--- src/inc/acsm_consts.svh ---
// Constants for the converter channel select and multiplexor output control
`ifndef ACSM_CONSTS_SVH
`define ACSM_CONSTS_SVH
// Functional notes
// - Four-bit field picks positive input channel
// - Negative input from mode and mux-out bits
// - Mux-out off: all sixteen codes, pairs n/n^1
// - Mux-out on: fourteen channels selectable, twelve differential
// - Single-ended mux-out: out on 14, input 15
// - Differential mux-out: plus 14, minus 13
// - Mux-out keeps channel routed even when idle
// - Mux-out keeps converter input path connected
// - Hardware clears busy when conversion finishes
// - Start by full write or busy bit alone
// - Register: channel, mode, mux-out, prescale, busy
// - Mode bit: 0 single-ended, 1 differential
// - Writes ignored while busy, except busy bit

// ----------------------------------------------------------------
// Register map and fields
// ----------------------------------------------------------------
`define ACSM_CTRL_ADDR 4'h0
`define ACSM_STAT_ADDR 4'h1
`define ACSM_CTRL_RESET 8'h00
`define ACSM_BIT_BUSY 0
`define ACSM_BIT_PSC 1
`define ACSM_BIT_MUXOUT 2
`define ACSM_BIT_MODE 3
`define ACSM_CH_LSB 4
`define ACSM_CH_MSB 7

// ----------------------------------------------------------------
// Pin channels and timing
// ----------------------------------------------------------------
`define ACSM_CH_MUXOUT_POS 4'he
`define ACSM_CH_ADC_IN 4'hf
`define ACSM_CH_MUXOUT_NEG 4'hd
`define ACSM_CONV_CLOCKS 15
`define ACSM_SAMPLE_CLOCKS 3
`define ACSM_PSC_DIV_SLOW 16
`endif

--- src/inc/acsm_pkg.sv ---
// Types for the converter channel select and multiplexor output control
package acsm_pkg;
    typedef enum logic [2:0] {
        ACSM_IDLE = 3'b001,
        ACSM_SAMPLE = 3'b010,
        ACSM_CONVERT = 3'b100
    } acsm_state_e;
endpackage

--- src/hdl/acsm_channel_ctrl.sv ---
// Channel selection, mux output routing and conversion control
`include "acsm_consts.svh"

module acsm_channel_ctrl #(
    parameter int CONV_CLOCKS = `ACSM_CONV_CLOCKS,
    parameter int SAMPLE_CLOCKS = `ACSM_SAMPLE_CLOCKS,
    parameter int PSC_DIV_SLOW = `ACSM_PSC_DIV_SLOW
) (
    input wire logic ref_clk, // 40 MHz system clock
    input wire logic resetn, // Asynchronous reset, active low
    input wire logic clk_en, // Freezes all state while low
    input wire logic [3:0] reg_addr, // Register address
    input wire logic [7:0] reg_wdata, // Write data
    input wire logic reg_wr, // Write strobe
    input wire logic reg_rd, // Read strobe
    input wire logic busy_set, // Single-bit set of busy alone
    output logic [7:0] reg_rdata, // Read data, cycle after strobe
    output logic [15:0] pos_sel, // One-hot positive input channel
    output logic [15:0] neg_sel, // One-hot negative input channel
    output logic neg_is_ground, // Negative input tied to ground
    output logic mux_pos_pin_en, // Mux output driven onto ch14 pin
    output logic mux_neg_pin_en, // Negative mux output onto ch13 pin
    output logic adc_in_pin_en, // Converter input taken from ch15 pin
    output logic sample_on, // Sample switch closed
    output logic conv_clk_en, // Converter clock running
    output logic conv_done // One-cycle pulse at completion
);
    initial begin
        if (CONV_CLOCKS <= SAMPLE_CLOCKS || CONV_CLOCKS > 255)
            $error("CONV_CLOCKS out of range");
        if (SAMPLE_CLOCKS < 1 || PSC_DIV_SLOW < 2 || PSC_DIV_SLOW > 256)
            $error("sample or prescale out of range");
    end

    localparam logic [7:0] CONV_LAST = 8'(CONV_CLOCKS - 1);
    localparam logic [7:0] SAMPLE_LAST = 8'(SAMPLE_CLOCKS - 1);
    localparam logic [7:0] PSC_LAST = 8'(PSC_DIV_SLOW - 1);

    // ----------------------------------------------------------------
    // Control register
    // ----------------------------------------------------------------
    logic [3:0] chan_q;
    logic mode_q;
    logic muxout_q;
    logic psc_q;
    logic busy_q;
    logic finish;
    logic ctrl_wr;
    logic run_wr;

    assign ctrl_wr = reg_wr && (reg_addr == `ACSM_CTRL_ADDR);
    // A start is any write that sets busy, or the single-bit set
    assign run_wr = (ctrl_wr && reg_wdata[`ACSM_BIT_BUSY]) || busy_set;

    // Settings only change while idle so a running conversion is stable
    always_ff @(posedge ref_clk or negedge resetn) begin
        if (!resetn) begin
            chan_q <= 4'h0;
            mode_q <= 1'b0;
            muxout_q <= 1'b0;
            psc_q <= 1'b0;
        end else if (clk_en && ctrl_wr && !busy_q) begin
            chan_q <= reg_wdata[`ACSM_CH_MSB:`ACSM_CH_LSB];
            mode_q <= reg_wdata[`ACSM_BIT_MODE];
            muxout_q <= reg_wdata[`ACSM_BIT_MUXOUT];
            psc_q <= reg_wdata[`ACSM_BIT_PSC];
        end
    end

    // Busy: a start sets it; a software clear or completion drops it.
    // A start is only taken while idle, so a restart needs a clear first.
    always_ff @(posedge ref_clk or negedge resetn) begin
        if (!resetn) begin
            busy_q <= 1'b0;
        end else if (clk_en) begin
            if (run_wr && !busy_q)
                busy_q <= 1'b1;
            else if (ctrl_wr && !reg_wdata[`ACSM_BIT_BUSY])
                busy_q <= 1'b0;
            else if (finish)
                busy_q <= 1'b0;
        end
    end

    // ----------------------------------------------------------------
    // Prescaler and conversion sequencer
    // ----------------------------------------------------------------
    logic [7:0] psc_cnt_q;
    logic tick;
    logic [7:0] step_q;
    acsm_pkg::acsm_state_e state_q;

    // Converter clock tick: every cycle or one in PSC_DIV_SLOW
    assign tick = busy_q && (!psc_q || psc_cnt_q == PSC_LAST);

    // Prescaler is held cleared while idle to save switching power
    always_ff @(posedge ref_clk or negedge resetn) begin
        if (!resetn) begin
            psc_cnt_q <= 8'h00;
        end else if (clk_en) begin
            if (!busy_q || psc_cnt_q == PSC_LAST)
                psc_cnt_q <= 8'h00;
            else
                psc_cnt_q <= psc_cnt_q + 8'h01;
        end
    end

    assign finish = tick && state_q == acsm_pkg::ACSM_CONVERT && step_q == CONV_LAST;

    // Sample for the first clocks, then convert to the last clock
    always_ff @(posedge ref_clk or negedge resetn) begin
        if (!resetn) begin
            state_q <= acsm_pkg::ACSM_IDLE;
            step_q <= 8'h00;
        end else if (clk_en) begin
            if (!busy_q) begin
                state_q <= acsm_pkg::ACSM_IDLE;
                step_q <= 8'h00;
            end else if (ctrl_wr && !reg_wdata[`ACSM_BIT_BUSY]) begin
                state_q <= acsm_pkg::ACSM_IDLE;
                step_q <= 8'h00;
            end else if (tick) begin
                unique case (state_q)
                    acsm_pkg::ACSM_IDLE: begin
                        state_q <= acsm_pkg::ACSM_SAMPLE;
                        step_q <= 8'h00;
                    end
                    acsm_pkg::ACSM_SAMPLE: begin
                        step_q <= step_q + 8'h01;
                        if (step_q == SAMPLE_LAST)
                            state_q <= acsm_pkg::ACSM_CONVERT;
                    end
                    acsm_pkg::ACSM_CONVERT: begin
                        step_q <= step_q + 8'h01;
                        if (step_q == CONV_LAST)
                            state_q <= acsm_pkg::ACSM_IDLE;
                    end
                    default: begin
                        state_q <= acsm_pkg::ACSM_IDLE;
                        step_q <= 8'h00;
                    end
                endcase
            end
        end
    end

    // ----------------------------------------------------------------
    // Channel routing
    // ----------------------------------------------------------------
    logic [3:0] neg_ch;
    logic path_on;
    logic code_usable;

    // Partner channel of a differential pair: flip the low bit
    assign neg_ch = {chan_q[3:1], ~chan_q[0]};
    // Mux-out keeps the path live while idle so the filter can settle
    assign path_on = busy_q || muxout_q;
    // With mux-out only codes 0..13 (0..11 differential) are usable
    assign code_usable = !muxout_q || (mode_q ? chan_q < 4'hc : chan_q < `ACSM_CH_MUXOUT_POS);

    always_ff @(posedge ref_clk or negedge resetn) begin
        if (!resetn) begin
            pos_sel <= 16'h0000;
            neg_sel <= 16'h0000;
            neg_is_ground <= 1'b1;
            mux_pos_pin_en <= 1'b0;
            mux_neg_pin_en <= 1'b0;
            adc_in_pin_en <= 1'b0;
        end else if (clk_en) begin
            pos_sel <= (path_on && code_usable) ? (16'h0001 << chan_q) : 16'h0000;
            // Negative side follows mode and mux-out, not the code alone
            neg_sel <= (path_on && code_usable && mode_q) ? (16'h0001 << neg_ch) : 16'h0000;
            neg_is_ground <= !mode_q;
            mux_pos_pin_en <= muxout_q;
            mux_neg_pin_en <= muxout_q && mode_q;
            adc_in_pin_en <= muxout_q;
        end
    end

    // Converter clock, sample switch and completion pulse
    always_ff @(posedge ref_clk or negedge resetn) begin
        if (!resetn) begin
            sample_on <= 1'b0;
            conv_clk_en <= 1'b0;
            conv_done <= 1'b0;
        end else if (clk_en) begin
            sample_on <= state_q == acsm_pkg::ACSM_SAMPLE;
            conv_clk_en <= busy_q;
            conv_done <= finish;
        end
    end

    // ----------------------------------------------------------------
    // Read port
    // ----------------------------------------------------------------
    always_ff @(posedge ref_clk or negedge resetn) begin
        if (!resetn) begin
            reg_rdata <= 8'h00;
        end else if (clk_en) begin
            if (reg_rd && reg_addr == `ACSM_CTRL_ADDR)
                reg_rdata <= {chan_q, mode_q, muxout_q, psc_q, busy_q};
            else if (reg_rd && reg_addr == `ACSM_STAT_ADDR)
                reg_rdata <= {5'h00, state_q};
            else
                reg_rdata <= 8'h00;
        end
    end
endmodule // acsm_channel_ctrl

--- config.mk ---
export PLATFORM = sky130hd
export DESIGN_NAME = acsm_channel_ctrl
export DESIGN_NICKNAME = d
export VERILOG_FILES = /design/src/inc/acsm_pkg.sv /design/src/hdl/acsm_channel_ctrl.sv
export VERILOG_INCLUDE_DIRS = /design/src /design/src/inc
export SDC_FILE = /design/constraint.sdc
export NUM_CORES = 1
export LEC_CHECK = 0
export BUFFER_PORTS_ARGS = -buffer_cell sky130_fd_sc_hd__buf_2
export CAP_MARGIN = 40
export CORE_MARGIN = 2
export CORE_UTILIZATION = 55
export DETAILED_ROUTE_END_ITERATION = 16
export GPL_ROUTABILITY_DRIVEN = 0
export PLACE_DENSITY = 0.8
export REMOVE_ABC_BUFFERS = 1
export SETUP_SLACK_MARGIN = 0.02
export SYNTH_ARGS = -nofsm -noshare
export SYNTH_HDL_FRONTEND = slang
export SYNTH_SLANG_ARGS = --single-unit
--- constraint.sdc ---
create_clock -name ref_clk -period 2.2 [get_ports ref_clk]
set_clock_uncertainty 0.2 [all_clocks]
set_input_delay 0.44 -clock ref_clk [delete_from_list [all_inputs] [get_ports ref_clk]]
set_output_delay 0.44 -clock ref_clk [all_outputs]
set_load 0.02 [all_outputs]
Word level (Yosys, flattened, before mapping)
Index checks and enable logic that the tools add are counted.
{"block": "totals", "register_bits": 73, "in_bits": 18, "out_inout_bits": 47, "wordCells": 83}
{"block": "classes", "n_addsub": 2, "n_lt_le_gt_ge": 2, "n_eq_ne": 10, "shifts": 2, "n_mux": 19, "bitwise": 1, "reduce_logical": 30}
{"operator": "$mux 8", "n": 6}
{"operator": "$mux 16", "n": 2}
{"operator": "$shl 1x4->16 const A", "n": 2}
{"operator": "$mux 3", "n": 6}
{"operator": "$add 8x1->8 const B", "n": 2}
{"operator": "$eq 8x4->1 const B", "n": 2}
{"operator": "$logic_and 1x1->1", "n": 14}
{"operator": "$pmux 3 s3", "n": 1}
{"operator": "$eq 8x2->1 const B", "n": 1}
{"operator": "$lt 4x4->1 const B", "n": 2}
{"operator": "$logic_not 1->1", "n": 5}
{"operator": "$logic_or 1x1->1", "n": 5}
{"operator": "$eq 4x1->1 const B", "n": 1}
{"operator": "$logic_not 4->1", "n": 1}
{"operator": "$mux 1", "n": 4}
{"operator": "$ne 4x3->1 const B", "n": 1}
{"operator": "$ne 4x4->1 const B", "n": 1}
{"operator": "$reduce_and 2->1", "n": 2}
{"operator": "$reduce_and 4->1", "n": 1}
{"operator": "$eq 3x1->1 const B", "n": 1}
{"operator": "$eq 3x2->1 const B", "n": 1}
{"operator": "$eq 3x3->1 const B", "n": 1}
{"operator": "$ne 3x1->1 const B", "n": 1}
{"operator": "$reduce_bool 3->1", "n": 1}
{"operator": "2 further kinds", "n": 2}

Longest topological paths before layout
Gate-level depths: netlist of the first run.
{"block": "logic_depth", "depth_word": 8, "depth_mapped": 6, "ltp_nobuf": 6}

Worst setup path after synthesis of the first run
OpenSTA, ideal clock, no wires.
{"block": "synth_path", "path_kind": "reg2reg", "start": "register psc_cnt_q[4]", "end": "register state_q[2]", "setup_time_ns": 0.079, "arrival_time_ns": 1.717, "required_time_ns": 1.921, "slack_ns": 0.203, "stages_incl_launch_ff": 5, "path_buffers": 0, "synth_period_minus_slack_ns": 1.997, "path_cell_list": "dfrtp_1 > or4_4 > o32ai_4 > a21boi_2 > mux2i_1"}
{"block": "synth_between", "elab_chain_len": 5}
{"item": "start, declared", "line": "acsm_channel_ctrl.sv:88", "text": "logic [7:0] psc_cnt_q;"}
{"item": "start signal, assigned", "line": "acsm_channel_ctrl.sv:104", "text": "psc_cnt_q <= psc_cnt_q + 8'h01;"}
{"item": "$eq 8x4->1", "line": "acsm_channel_ctrl.sv:94", "text": "assign tick = busy_q && (!psc_q || psc_cnt_q == PSC_LAST);"}
{"item": "$logic_or 1x1->1", "line": "acsm_channel_ctrl.sv:94"}
{"item": "$logic_and 1x1->1", "line": "acsm_channel_ctrl.sv:94"}
{"item": "$ne 3x1->1 (no source line)"}
{"item": "$reduce_and 4->1 (no source line)"}
{"item": "end signal, assigned", "line": "acsm_channel_ctrl.sv:113", "text": "state_q <= acsm_pkg::ACSM_IDLE;"}
{"item": "end signal, assigned", "line": "acsm_channel_ctrl.sv:117", "text": "state_q <= acsm_pkg::ACSM_IDLE;"}
{"item": "end signal, assigned", "line": "acsm_channel_ctrl.sv:120", "text": "state_q <= acsm_pkg::ACSM_IDLE;"}
{"item": "end, declared", "line": "acsm_channel_ctrl.sv:91", "text": "acsm_pkg::acsm_state_e state_q;"}
No other way between the ends.
A chain may end at the register's enable or synchronous reset.

Worst setup path in the final report of the first run
{"block": "layout_path", "start": "register psc_cnt_q[4]", "end": "register conv_done"}
{"block": "layout_between", "elab_chain_len": 5}
{"item": "$eq 8x4->1", "line": "acsm_channel_ctrl.sv:94"}
{"item": "$logic_or 1x1->1", "line": "acsm_channel_ctrl.sv:94"}
{"item": "$logic_and 1x1->1", "line": "acsm_channel_ctrl.sv:94"}
{"item": "$logic_and 1x1->1 (2 in a row)", "line": "acsm_channel_ctrl.sv:108", "text": "assign finish = tick && state_q == acsm_pkg::ACSM_CONVERT && step_q == CONV_LAST;"}
{"item": "end signal, assigned", "line": "acsm_channel_ctrl.sv:189", "text": "conv_done <= finish;"}
{"item": "end, declared", "line": "acsm_channel_ctrl.sv:26", "text": "output logic conv_done"}
No other way between the ends.

==> run summary, run 1 <==
• 2.143 ns — time the worst path needs with I/O delays and setup
• 9 — TritonCTS Buffers
• 2 — Max Buffers Root-to-Sink
• 0.1168 ns — worst hold slack across all endpoints
• 68.12% — relative slew slack
• 12030 um — wire length of the first global-routing pass
• 0 — remaining global-route overflow
• 941.5 uW — Switch Pwr
• in -> reg — Hold WC Path Type
• flip-flop — startpoint type of the worst setup path
• 24.29% — overall global routing resource usage
• 73 — number of storage elements in the synthesis netlist
• 5886 um^2 — Core Box Area
• conv_done$_DFFE_PN0P_ — termination of the worst setup path
• 0 — number of gates resized after cts
• 81.59 um — die height
• 0 — Final Slew Violations
• 56.25% — starting density of the core
• 33.3% — clock network fraction of design power
• sky130_fd_sc_hd__dfrtp_1 (71), sky130_fd_sc_hd__o2bb2ai_1 (36), sky130_fd_sc_hd__nand2_1 (15) — most frequent cells after synthesis
• 73 — number of sinks on the clock net
• 17.59 um — Routed WL per cell
• 54 — Distinct cells, synth
• 0.08 ns — CTS clock-pin slew for the worst setup and hold paths
• 0.4742 ns — actual transition at the worst max-transition pin
• 0 — antenna diode instance count
• 0 — setup bufs post-CTS
• psc_cnt_q[4]$_DFFE_PN0P_ — Critical R2R Launch
• completed — outcome
• 29.63% — switching part of the total
• 807.8 nW/um^2 — power density normalized to cell area
• or4_4 -> o21a_1 -> nor4_1 -> mux2_2 — crit-path cells
• 0.05718 ns — setup slack after layout
• 49.1% — part of the total power dissipated in sequential elements
• 53.67% — area share of the leading cell type in the synthesized netlist
• sky130_fd_sc_hd__dfrtp_1 (54%), sky130_fd_sc_hd__o2bb2ai_1 (9.5%), sky130_fd_sc_hd__mux2_2 (4.1%) — biggest area contributors in the synthesized netlist
• sky130_fd_sc_hd__clkbuf_8 — cell chosen for the clock root
• 6.079 — number of vias per cell
• 5 — critical path peak fanout
• 100.0% — Async S/R FF share, synth
• flip-flop — capturing element type of the critical path
• 2.22 ns — arrival time worst endpoint
• 81.59 um — Die Width
• 429 — number of non-filler instances in the completed layout
• 0.4706 mV — IR drop worst, VDD
• 0.35 ns — later-pin clock latency in the skew report
• 0 — max_cap viols
• 5249 um — half-perimeter wire length of the detailed placement result
• 0 — number of failing setup endpoints in the final timing report
• 4 — cell depth of the worst flop-to-flop path
• conv_done$_DFFE_PN0P_ — Reg-to-Reg End
• 412 — number of placed instances with taps included
• 0.59 ns — slowest cell delay on critical path
• 4 — length of the first detailed-routing pass in iterations
• 59 — largest net degree at the start of global routing
• psc_cnt_q[4]$_DFFE_PN0P_ — origin of the worst setup path
• 0 — remaining routing DRC violations
• 466.7 MHz — max frequency
• 1.887 nW — cell leakage power
• 7548 um — Final Routed Wirelength
• 17.6% — Logic pwr share
• 11.82 um^2 — average cell area after synthesis
• 2.28 ns — required time worst endpoint
• 0 — number of enable-type register cells in the synthesized netlist
• no — RSZ-0062 raised after global routing
• 0.06 ns — FF-to-FF setup slack
• 280 — cell count after synthesis
• 55.25% — register area share after synthesis
• 370 — number of nets in the final layout
• 0 — Hold Vio Cnt, Final
• 64 — port bufs
• sky130_fd_sc_hd__or4_4 — CP max-delay cell
• sky130_fd_sc_hd__dfrtp_1 — Synth Flop Type
• 2456 — vias in the first global route
• sky130_fd_sc_hd__dfrtp_1 — Synth area leader
• 0 — total number of yosys warnings
• 97.40% — final clock period utilization by the worst path
• 32.49% — share of cells above drive strength 1
• 3311 um^2 — combined area of all synthesized cells
• sky130_fd_sc_hd__dfrtp_1 — dominant cell by count in the synthesized netlist
• 0 — antenna viol nets, final
• 18.82% — layout overhead on the synthesized area
• 2.236 mW — Power Internal
• 2608 — count of vias placed by the detailed router
• 3.178 mW — Final Total Pwr
• 0.09520 ns — worst setup slack after placement
• 6656 um^2 — overall die area
• 65 — I/O pin count
• yes — clock tree from TritonCTS
• 28 — number of placement rows
• 260 — drt first-iter violations
• 0 — antenna violations before repair
• 3 — H-tree depth
• reg -> reg — Setup CP Type
[kinds of logic after synthesis]
kind of cell	share of synthesized area, %
AOI/OAI and AO/OA	19.92
and+or+nand+nor	12.85
DFF	55.25
buffers and inverters	3.893
muxes	5.896
xor gates and xnor gates	1.058
adders and majority gates	1.134
[power groups by stage]
stage	registers [mW]	logic, mW	clock network [mW]
after global routing	1.58	0.629	1.12
after global placement	1.58	0.534	0
after detailed placement	1.58	0.556	0
after CTS	1.56	0.559	1.07
after floorplan	1.58	0.345	0
final	1.56	0.561	1.06
[through the flow]
step | util (%) | cell area, um^2 | TNS, ns
after floorplan | - | 3216 | -0.4304
after global placement | 63.29 | 3725 | 0
after detailed placement | 63.29 | 3725 | 0
after CTS | 66.84 | 3934 | 0
after global routing | 66.84 | 3934 | 0
final | 66.84 | 3934 | 0
[per-layer routing]
layer  wire, um  vias to the layer above  part of all wire (%)  track usage [%]
met1       3400                     1332                    45            34.06
met2       3678                       71                    49            37.70
met3        341                       11                   4.5            3.846
met5          0                        -                     0                0
met4        128                        0                   1.7            10.50
li1           -                     1194                     -                -
[cell usage in the layout (no fill, tap or decap), types with 8 or more instances in the layout]
cell / count
sky130_fd_sc_hd__buf_4: 10
sky130_fd_sc_hd__dfrtp_1: 71
sky130_fd_sc_hd__nand2_1: 15
sky130_fd_sc_hd__inv_1: 8
sky130_fd_sc_hd__buf_2: 64
sky130_fd_sc_hd__o21ai_0: 8
sky130_fd_sc_hd__nor2_1: 9
sky130_fd_sc_hd__clkbuf_8: 10
sky130_fd_sc_hd__o2bb2ai_1: 36
sky130_fd_sc_hd__mux2_2: 12
sky130_fd_sc_hd__nand3_1: 13
[final cells by class]
class | count | area [um^2]
flip-flops and latches | 73 | 1829
multi-input cells | 180 | 1353
fillers | 445 | 1952
clock inverters | 4 | 53.80
well taps | 75 | 93.84
clock buffers | 12 | 145.1
repair buffers | 76 | 425.4
inverters | 9 | 33.78
[critical path: cells and delay by family, from the launching register on]
family	cells	cell delay, ns
simple gates	2	0.99
mux	1	0.23
compound gates	1	0.24
flops	1	0.42
[sequential cells by signal, summed over array words and instances (netlist names), 3 cells and up]
register   cells
state_q        3
neg_sel       16
reg_rdata      8
pos_sel       16
chan_q         4
psc_cnt_q      8
step_q         8
[repair_timing]
action	CTS	global route
endpoints found under the setup margin	0	0
hold buffers	1	0
endpoints found under the hold margin	14	0
[how the worst min path moves through the flow]
| stage | startpoint | endpoint | slack (ns) | cells after the start |
|---|---|---|---|---|
| after CTS | reg_wdata[1] | psc_q$_DFFE_PN0P_ | 0.11 | 2 |
| after global routing | reg_wdata[1] | psc_q$_DFFE_PN0P_ | 0.12 | 2 |
| final | reg_wdata[1] | psc_q$_DFFE_PN0P_ | 0.12 | 2 |
| after floorplan | resetn | adc_in_pin_en$_DFFE_PN0P_ | -0.06 | 0 |
| after detailed placement | resetn | conv_clk_en$_DFFE_PN0P_ | 0.18 | 1 |
| after global placement | resetn | conv_clk_en$_DFFE_PN0P_ | 0.17 | 1 |
(Power assumes the default switching activity.)
==> inputs of run 2 (changes only) <==
==> constraint.sdc (replaced) <==
create_clock -name ref_clk -period 2.1 [get_ports ref_clk]
set_clock_uncertainty 0.2 [all_clocks]
set_input_delay 0.42 -clock ref_clk [delete_from_list [all_inputs] [get_ports ref_clk]]
set_output_delay 0.42 -clock ref_clk [all_outputs]
set_load 0.02 [all_outputs]
==> run 2 against run 1 <==
  * Wire length grew 1.5%
  * Critical path depth grew 1
  * Critical endpoint is now step_q[4]$_DFFE_PN0P_
  * Setup slack worse by 0.033 ns
  * Combinational power increased by 7.3%
  * Highest routed layer unchanged
==> run summary, run 2 (synthesis gave the netlist of run 1 again) <==
• completed — outcome, unchanged
• 0 — antenna violations before repair, unchanged
• 3745 um^2 — post-placement cell area, was 3725 um^2
• 5 — length of the first detailed-routing pass in iterations, was 4
• 0 — remaining global-route overflow, unchanged
• 2 — hold path depth, unchanged
• 3.596 mW — Final Total Pwr, was 3.178 mW
• 24.99% — overall global routing resource usage, was 24.29%
• 16.7% — Logic pwr share, was 17.6%
• psc_cnt_q[6]$_DFFE_PN0P_ — Critical R2R Launch, was psc_cnt_q[4]$_DFFE_PN0P_
• 81.59 um — Die Width, unchanged
• 2.15 ns — arrival time worst endpoint, was 2.22 ns
• 0.02432 ns — setup slack after layout, was 0.05718 ns
• 34.83% — share of cells above drive strength 1, was 32.49%
• sky130_fd_sc_hd__clkbuf_8 — cell chosen for the clock root, unchanged
• 6 — critical path peak fanout, was 5
• 7662 um — Final Routed Wirelength, was 7548 um
• 2619 — count of vias placed by the detailed router, was 2608
• step_q[4]$_DFFE_PN0P_ — Reg-to-Reg End, was conv_done$_DFFE_PN0P_
• 22.26% — layout overhead on the synthesized area, was 18.82%
• 17.78 um — Routed WL per cell, was 17.59 um
• reg_wdata[1] — launch instance of the worst min-delay path, unchanged
• 1.940 nW — cell leakage power, was 1.887 nW
• 98.84% — final clock period utilization by the worst path, was 97.40%
• 9 — TritonCTS Buffers, unchanged
• 0 — antenna diode instance count, unchanged
• 0 — max_cap viols, unchanged
• 2389 — vias in the first global route, was 2456
• 73 — number of sinks on the clock net, unchanged
• 0.08 ns — CTS clock-pin slew for the worst setup and hold paths, about the same
• 0 — number of failing setup endpoints in the final timing report, unchanged
• 37.9% — clock network fraction of design power, was 33.3%
• yes — RSZ-0062 raised after global routing, was no
• 138 — drt first-iter violations, was 260
• 65.64% — relative slew slack, was 68.12%
• sky130_fd_sc_hd__dfrtp_1 — most common library cell in the layout ignoring fill and taps, unchanged
• 5886 um^2 — Core Box Area, unchanged
• 888.5 nW/um^2 — power density normalized to cell area, was 807.8 nW/um^2
• 0 — remaining routing DRC violations, unchanged
• 0.36 ns — later-pin clock latency in the skew report, was 0.35 ns
• in -> reg — Hold WC Path Type, unchanged
• 36 — largest net degree at the start of global routing, was 59
• 5 — cell depth of the worst flop-to-flop path, was 4
• 6.077 — number of vias per cell, was 6.079
• 0.01868 ns — worst setup slack after placement, was 0.09520 ns
• 12410 um — wire length of the first global-routing pass, was 12030 um
• 28.79% — switching part of the total, was 29.63%
• flip-flop — startpoint type of the worst setup path, unchanged
• 0 — Hold Vio Cnt, Final, unchanged
• 1.035 mW — Switch Pwr, was 941.5 uW
• 2.17 ns — required time worst endpoint, was 2.28 ns
• 65 — I/O pin count, unchanged
• sky130_fd_sc_hd__dfrtp_1 (71), sky130_fd_sc_hd__buf_2 (64), sky130_fd_sc_hd__o2bb2ai_1 (36), sky130_fd_sc_hd__nand2_1 (15), sky130_fd_sc_hd__nand3_1 (13) — top library cells by usage in the layout, fill and taps aside, unchanged
• 5315 um — half-perimeter wire length of the detailed placement result, was 5249 um
• 0.5224 mV — IR drop worst, VDD, was 0.4706 mV
• 372 — number of nets in the final layout, was 370
• 4048 um^2 — post-route cell area, was 3934 um^2
• reg -> reg — Setup CP Type, unchanged
• sky130_fd_sc_hd__or4_4 — CP max-delay cell, unchanged
• 481.8 MHz — max frequency, was 466.7 MHz
• 2.076 ns — time the worst path needs with I/O delays and setup, was 2.143 ns
• 64 — port bufs, unchanged
• psc_q$_DFFE_PN0P_ — hold endpoint, unchanged
• 45.4% — part of the total power dissipated in sequential elements, was 49.1%
• 3 — H-tree depth, unchanged
• 56.25% — starting density of the core, unchanged
• 0.02 ns — FF-to-FF setup slack, was 0.06 ns
• 0.5155 ns — actual transition at the worst max-transition pin, was 0.4742 ns
• 68.77% — final design utilization, was 66.84%
• 0.54 ns — slowest cell delay on critical path, was 0.59 ns
• yes — clock tree from TritonCTS, unchanged
• 2.561 mW — Power Internal, was 2.236 mW
• 81.59 um — die height, unchanged
• flip-flop — capturing element type of the critical path, unchanged
• or4_4 -> o32ai_4 -> buf_6 -> a41oi_1 -> a31oi_1 — crit-path cells, was or4_4 -> o21a_1 -> nor4_1 -> mux2_2
• 2 — Max Buffers Root-to-Sink, unchanged
• 0 — antenna viol nets, final, unchanged
• 0 — Final Slew Violations, unchanged
• neg_sel x16, pos_sel x16 — registers with the most flip-flops, unchanged
• 28 — number of placement rows, unchanged
• 6656 um^2 — overall die area, unchanged
run 2: worst max-delay path, delay by kind of cell, from the launching register on:
family	cells	cell delay (ns)
AO/OA/AOI/OAI	3	0.64
buffers and inverters	1	0.18
flip-flops	1	0.42
AND/OR/NAND/NOR	1	0.54
run 2: area by class of cell:
| cell class | instances | area, um^2 |
|---|---|---|
| clock inverters | 7 | 126.4 |
| multi-input cells | 180 | 1384 |
| flip-flops and latches | 73 | 1829 |
| clock buffers | 9 | 123.9 |
| inverters | 9 | 33.78 |
| fillers | 459 | 1838 |
| well taps | 75 | 93.84 |
| repair buffers | 78 | 456.7 |
run 2: what timing repair did:
action	in CTS	in global routing
setup buffers	0	1
gates resized for setup	1	5
setup endpoints to repair	3	10
hold endpoints to repair	17	0
hold buffers	1	0
pin swaps	1	7
run 2: per-stage QoR:
stage,hold WS (ns),instances,TNS (ns)
6_report,0.08854,431,0
5_1_grt,0.09214,431,-0.1702
4_1_cts,0.07725,430,0
3_5_place_dp,0.2161,413,0
3_3_place_gp,0.2153,413,0
2_1_floorplan,-0.07559,262,-1.273
run 2: power groups by stage:
stage / combinational, mW / clock (mW) / sequential (mW)
floorplan: 0.362 / 0 / 1.65
global placement: 0.559 / 0 / 1.65
detailed placement: 0.580 / 0 / 1.65
CTS: 0.591 / 1.38 / 1.63
global route: 0.678 / 1.44 / 1.65
finish: 0.602 / 1.36 / 1.63
run 2: routing by layer:
metal | up-vias | wire length (um) | global-route usage, % | share of wire, %
li1 | 1211 | - | - | -
met1 | 1330 | 3536 | 36.00 | 46
met2 | 66 | 3668 | 36.89 | 48
met3 | 12 | 288 | 3.736 | 3.8
met4 | 0 | 167 | 12.83 | 2.2
met5 | - | 0 | 0 | 0
run 2: how the worst max path moves through the flow:
stage	startpoint	endpoint	slack [ns]	depth (start not counted)
after floorplan	clk_en	state_q[2]$_DFFE_PN0P_	-0.20	4
after global placement	psc_cnt_q[4]$_DFFE_PN0P_	busy_q$_DFFE_PN0P_	0.03	4
after detailed placement	psc_cnt_q[4]$_DFFE_PN0P_	step_q[4]$_DFFE_PN0P_	0.02	5
after CTS	psc_cnt_q[4]$_DFFE_PN0P_	busy_q$_DFFE_PN0P_	0.06	4
after global routing	psc_cnt_q[5]$_DFFE_PN0P_	step_q[4]$_DFFE_PN0P_	-0.04	5
final	psc_cnt_q[6]$_DFFE_PN0P_	step_q[4]$_DFFE_PN0P_	0.02	5
==> inputs of run 3 (changes only) <==
--- a/config.mk
+++ b/config.mk
@@ -14,7 +14,7 @@
 export GPL_ROUTABILITY_DRIVEN = 0
 export PLACE_DENSITY = 0.8
 export REMOVE_ABC_BUFFERS = 1
-export SETUP_SLACK_MARGIN = 0.02
+export SETUP_SLACK_MARGIN = 0.15
 export SYNTH_ARGS = -nofsm -noshare
 export SYNTH_HDL_FRONTEND = slang
 export SYNTH_SLANG_ARGS = --single-unit
==> run 3 against run 2 <==
  * Wire length is 2.4% higher
  * Power is 0.51% higher
  * Utilization is 0.72 points higher
  * Largest cell class unchanged
==> run summary, run 3 (synthesis gave the netlist of run 1 again) <==
• reg_wdata[1] — launch instance of the worst min-delay path, unchanged
• 5 — cell depth of the worst flop-to-flop path, unchanged
• 64 — port bufs, unchanged
• step_q[4]$_DFFE_PN0P_ — Reg-to-Reg End, unchanged
• 35.38% — share of cells above drive strength 1, was 34.83%
• 1.963 nW — cell leakage power, was 1.940 nW
• 0.01868 ns — worst setup slack after placement, unchanged
• 0.5229 mV — IR drop worst, VDD, was 0.5224 mV
• 81.59 um — die height, unchanged
• psc_cnt_q[5]$_DFFE_PN0P_ — Critical R2R Launch, was psc_cnt_q[6]$_DFFE_PN0P_
• 73 — number of sinks on the clock net, unchanged
• sky130_fd_sc_hd__dfrtp_1 (71), sky130_fd_sc_hd__buf_2 (64), sky130_fd_sc_hd__o2bb2ai_1 (36), sky130_fd_sc_hd__nand2_1 (15), sky130_fd_sc_hd__nand3_1 (13) — top library cells by usage in the layout, fill and taps aside, unchanged
• 883.7 nW/um^2 — power density normalized to cell area, was 888.5 nW/um^2
• 18.09 um — Routed WL per cell, was 17.78 um
• 0 — Final Slew Violations, unchanged
• 0.08 ns — CTS clock-pin slew for the worst setup and hold paths, about the same
• yes — clock tree from TritonCTS, unchanged
• 12580 um — wire length of the first global-routing pass, was 12410 um
• 69.49% — final design utilization, was 68.77%
• neg_sel x16, pos_sel x16 — registers with the most flip-flops, unchanged
• 2620 — count of vias placed by the detailed router, was 2619
• 2460 — vias in the first global route, was 2389
• psc_q$_DFFE_PN0P_ — hold endpoint, unchanged
• sky130_fd_sc_hd__clkbuf_8 — cell chosen for the clock root, unchanged
• 64.47% — relative slew slack, was 65.64%
• 0 — remaining routing DRC violations, unchanged
• 413 — number of placed instances with taps included, unchanged
• 0 ns — TNS Setup, unchanged
• 9 — TritonCTS Buffers, unchanged
• 6 — critical path peak fanout, unchanged
• 4090 um^2 — post-route cell area, was 4048 um^2
• 1.985 ns — time the worst path needs with I/O delays and setup, was 2.076 ns
• 503.7 MHz — max frequency, was 481.8 MHz
• 36 — largest net degree at the start of global routing, unchanged
• completed — outcome, unchanged
• 23.54% — layout overhead on the synthesized area, was 22.26%
• 2.18 ns — required time worst endpoint, was 2.17 ns
• 25.44% — overall global routing resource usage, was 24.99%
• 1829 um^2 — sequential cell area, unchanged
• reg -> reg — Setup CP Type, unchanged
• 94.55% — final clock period utilization by the worst path, was 98.84%
• 2 — Max Buffers Root-to-Sink, unchanged
• 0 — number of failing setup endpoints in the final timing report, unchanged
• 453 — number of filler cells placed in the layout, was 459
• 0 — antenna diode instance count, unchanged
• 0.1145 ns — setup slack after layout, was 0.02432 ns
• 7849 um — Final Routed Wirelength, was 7662 um
• 4 — length of the first detailed-routing pass in iterations, was 5
• 0 — Hold Vio Cnt, Final, unchanged
• 3745 um^2 — post-placement cell area, unchanged
• flip-flop — startpoint type of the worst setup path, unchanged
• 1391 um^2 — total area of multi-input combinational cells, was 1384 um^2
• 0 — antenna viol nets, final, unchanged
• 0 — max_cap viols, unchanged
• 6656 um^2 — overall die area, unchanged
• 65 — I/O pin count, unchanged
• 0 — antenna violations before repair, unchanged
• flip-flop — capturing element type of the critical path, unchanged
• 3 — H-tree depth, unchanged
• yes — RSZ-0062 raised after global routing, unchanged
• 28 — number of placement rows, unchanged
• 434 — number of non-filler instances in the completed layout, was 431
• 2 — hold path depth, unchanged
• 0.36 ns — later-pin clock latency in the skew report, about the same
• 375 — number of nets in the final layout, was 372
• 5315 um — half-perimeter wire length of the detailed placement result, unchanged
• 0.11 ns — FF-to-FF setup slack, was 0.02 ns
• 81.59 um — Die Width, unchanged
• 6.037 — number of vias per cell, was 6.077
• 2.06 ns — arrival time worst endpoint, was 2.15 ns
• 0.5329 ns — actual transition at the worst max-transition pin, was 0.5155 ns
• sky130_fd_sc_hd__dfrtp_1 — most common library cell in the layout ignoring fill and taps, unchanged
• 0 — remaining global-route overflow, unchanged
• 56.25% — starting density of the core, unchanged
• in -> reg — Hold WC Path Type, unchanged
• 163 — drt first-iter violations, was 138
• 5886 um^2 — Core Box Area, unchanged
-- run 3: per-layer routing --
layer	GRT usage, %	up-vias	wire [um]
met5	0	-	0
met4	14.17	0	216
met2	38.03	67	3830
li1	-	1215	-
met1	35.35	1316	3504
met3	4.396	22	297
-- run 3: worst max path at each step --
stage / from / end / slack (ns) / cells past startpoint
floorplan: clk_en / state_q[2]$_DFFE_PN0P_ / -0.20 / 4
CTS: psc_cnt_q[5]$_DFFE_PN0P_ / step_q[4]$_DFFE_PN0P_ / 0.13 / 5
global route: psc_cnt_q[5]$_DFFE_PN0P_ / step_q[5]$_DFFE_PN0P_ / 0.03 / 5
finish: psc_cnt_q[5]$_DFFE_PN0P_ / step_q[4]$_DFFE_PN0P_ / 0.11 / 5
global placement: psc_cnt_q[4]$_DFFE_PN0P_ / busy_q$_DFFE_PN0P_ / 0.03 / 4
detailed placement: psc_cnt_q[4]$_DFFE_PN0P_ / step_q[4]$_DFFE_PN0P_ / 0.02 / 5
-- run 3: worst max-delay path, stage by stage (launching register included) --
cell and delay (ns):
sky130_fd_sc_hd__dfrtp_1 0.38, sky130_fd_sc_hd__or4_4 0.59, sky130_fd_sc_hd__o32ai_4 0.27, sky130_fd_sc_hd__buf_6 0.16
sky130_fd_sc_hd__a41oi_1 0.12, sky130_fd_sc_hd__a31oi_1 0.18
-- run 3: final cells by class --
cell class / instances / share of cell area [%]
flip-flops and latches: 73 / 44.72
multi-input cells: 180 / 34.02
repair buffers: 81 / 12.02
clock inverters: 7 / 3.090
clock buffers: 9 / 3.028
well taps: 75 / 2.294
inverters: 9 / 0.8259
-- run 3: timing repair --
| action | in CTS | in global routing |
|---|---|---|
| hold buffers | 1 | 0 |
| endpoints found under the setup margin | 13 | 14 |
| pin swaps | 4 | 3 |
| gates resized for setup | 3 | 5 |
| setup buffers | 2 | 2 |
| endpoints found under the hold margin | 17 | 0 |
-- run 3: where the power goes --
part	internal, mW	switching, mW	leakage [nW]
clock	0.802	0.562	0.122
sequential	1.51	0.128	0.987
combinational	0.261	0.354	0.855
-- run 3: stage by stage --
stage,hold WS (ns),power [mW]
floorplan,-0.07559,2.013
global placement,0.2153,2.208
detailed placement,0.2161,2.234
CTS,0.07725,3.615
global route,0.09213,3.787
finish,0.08591,3.615
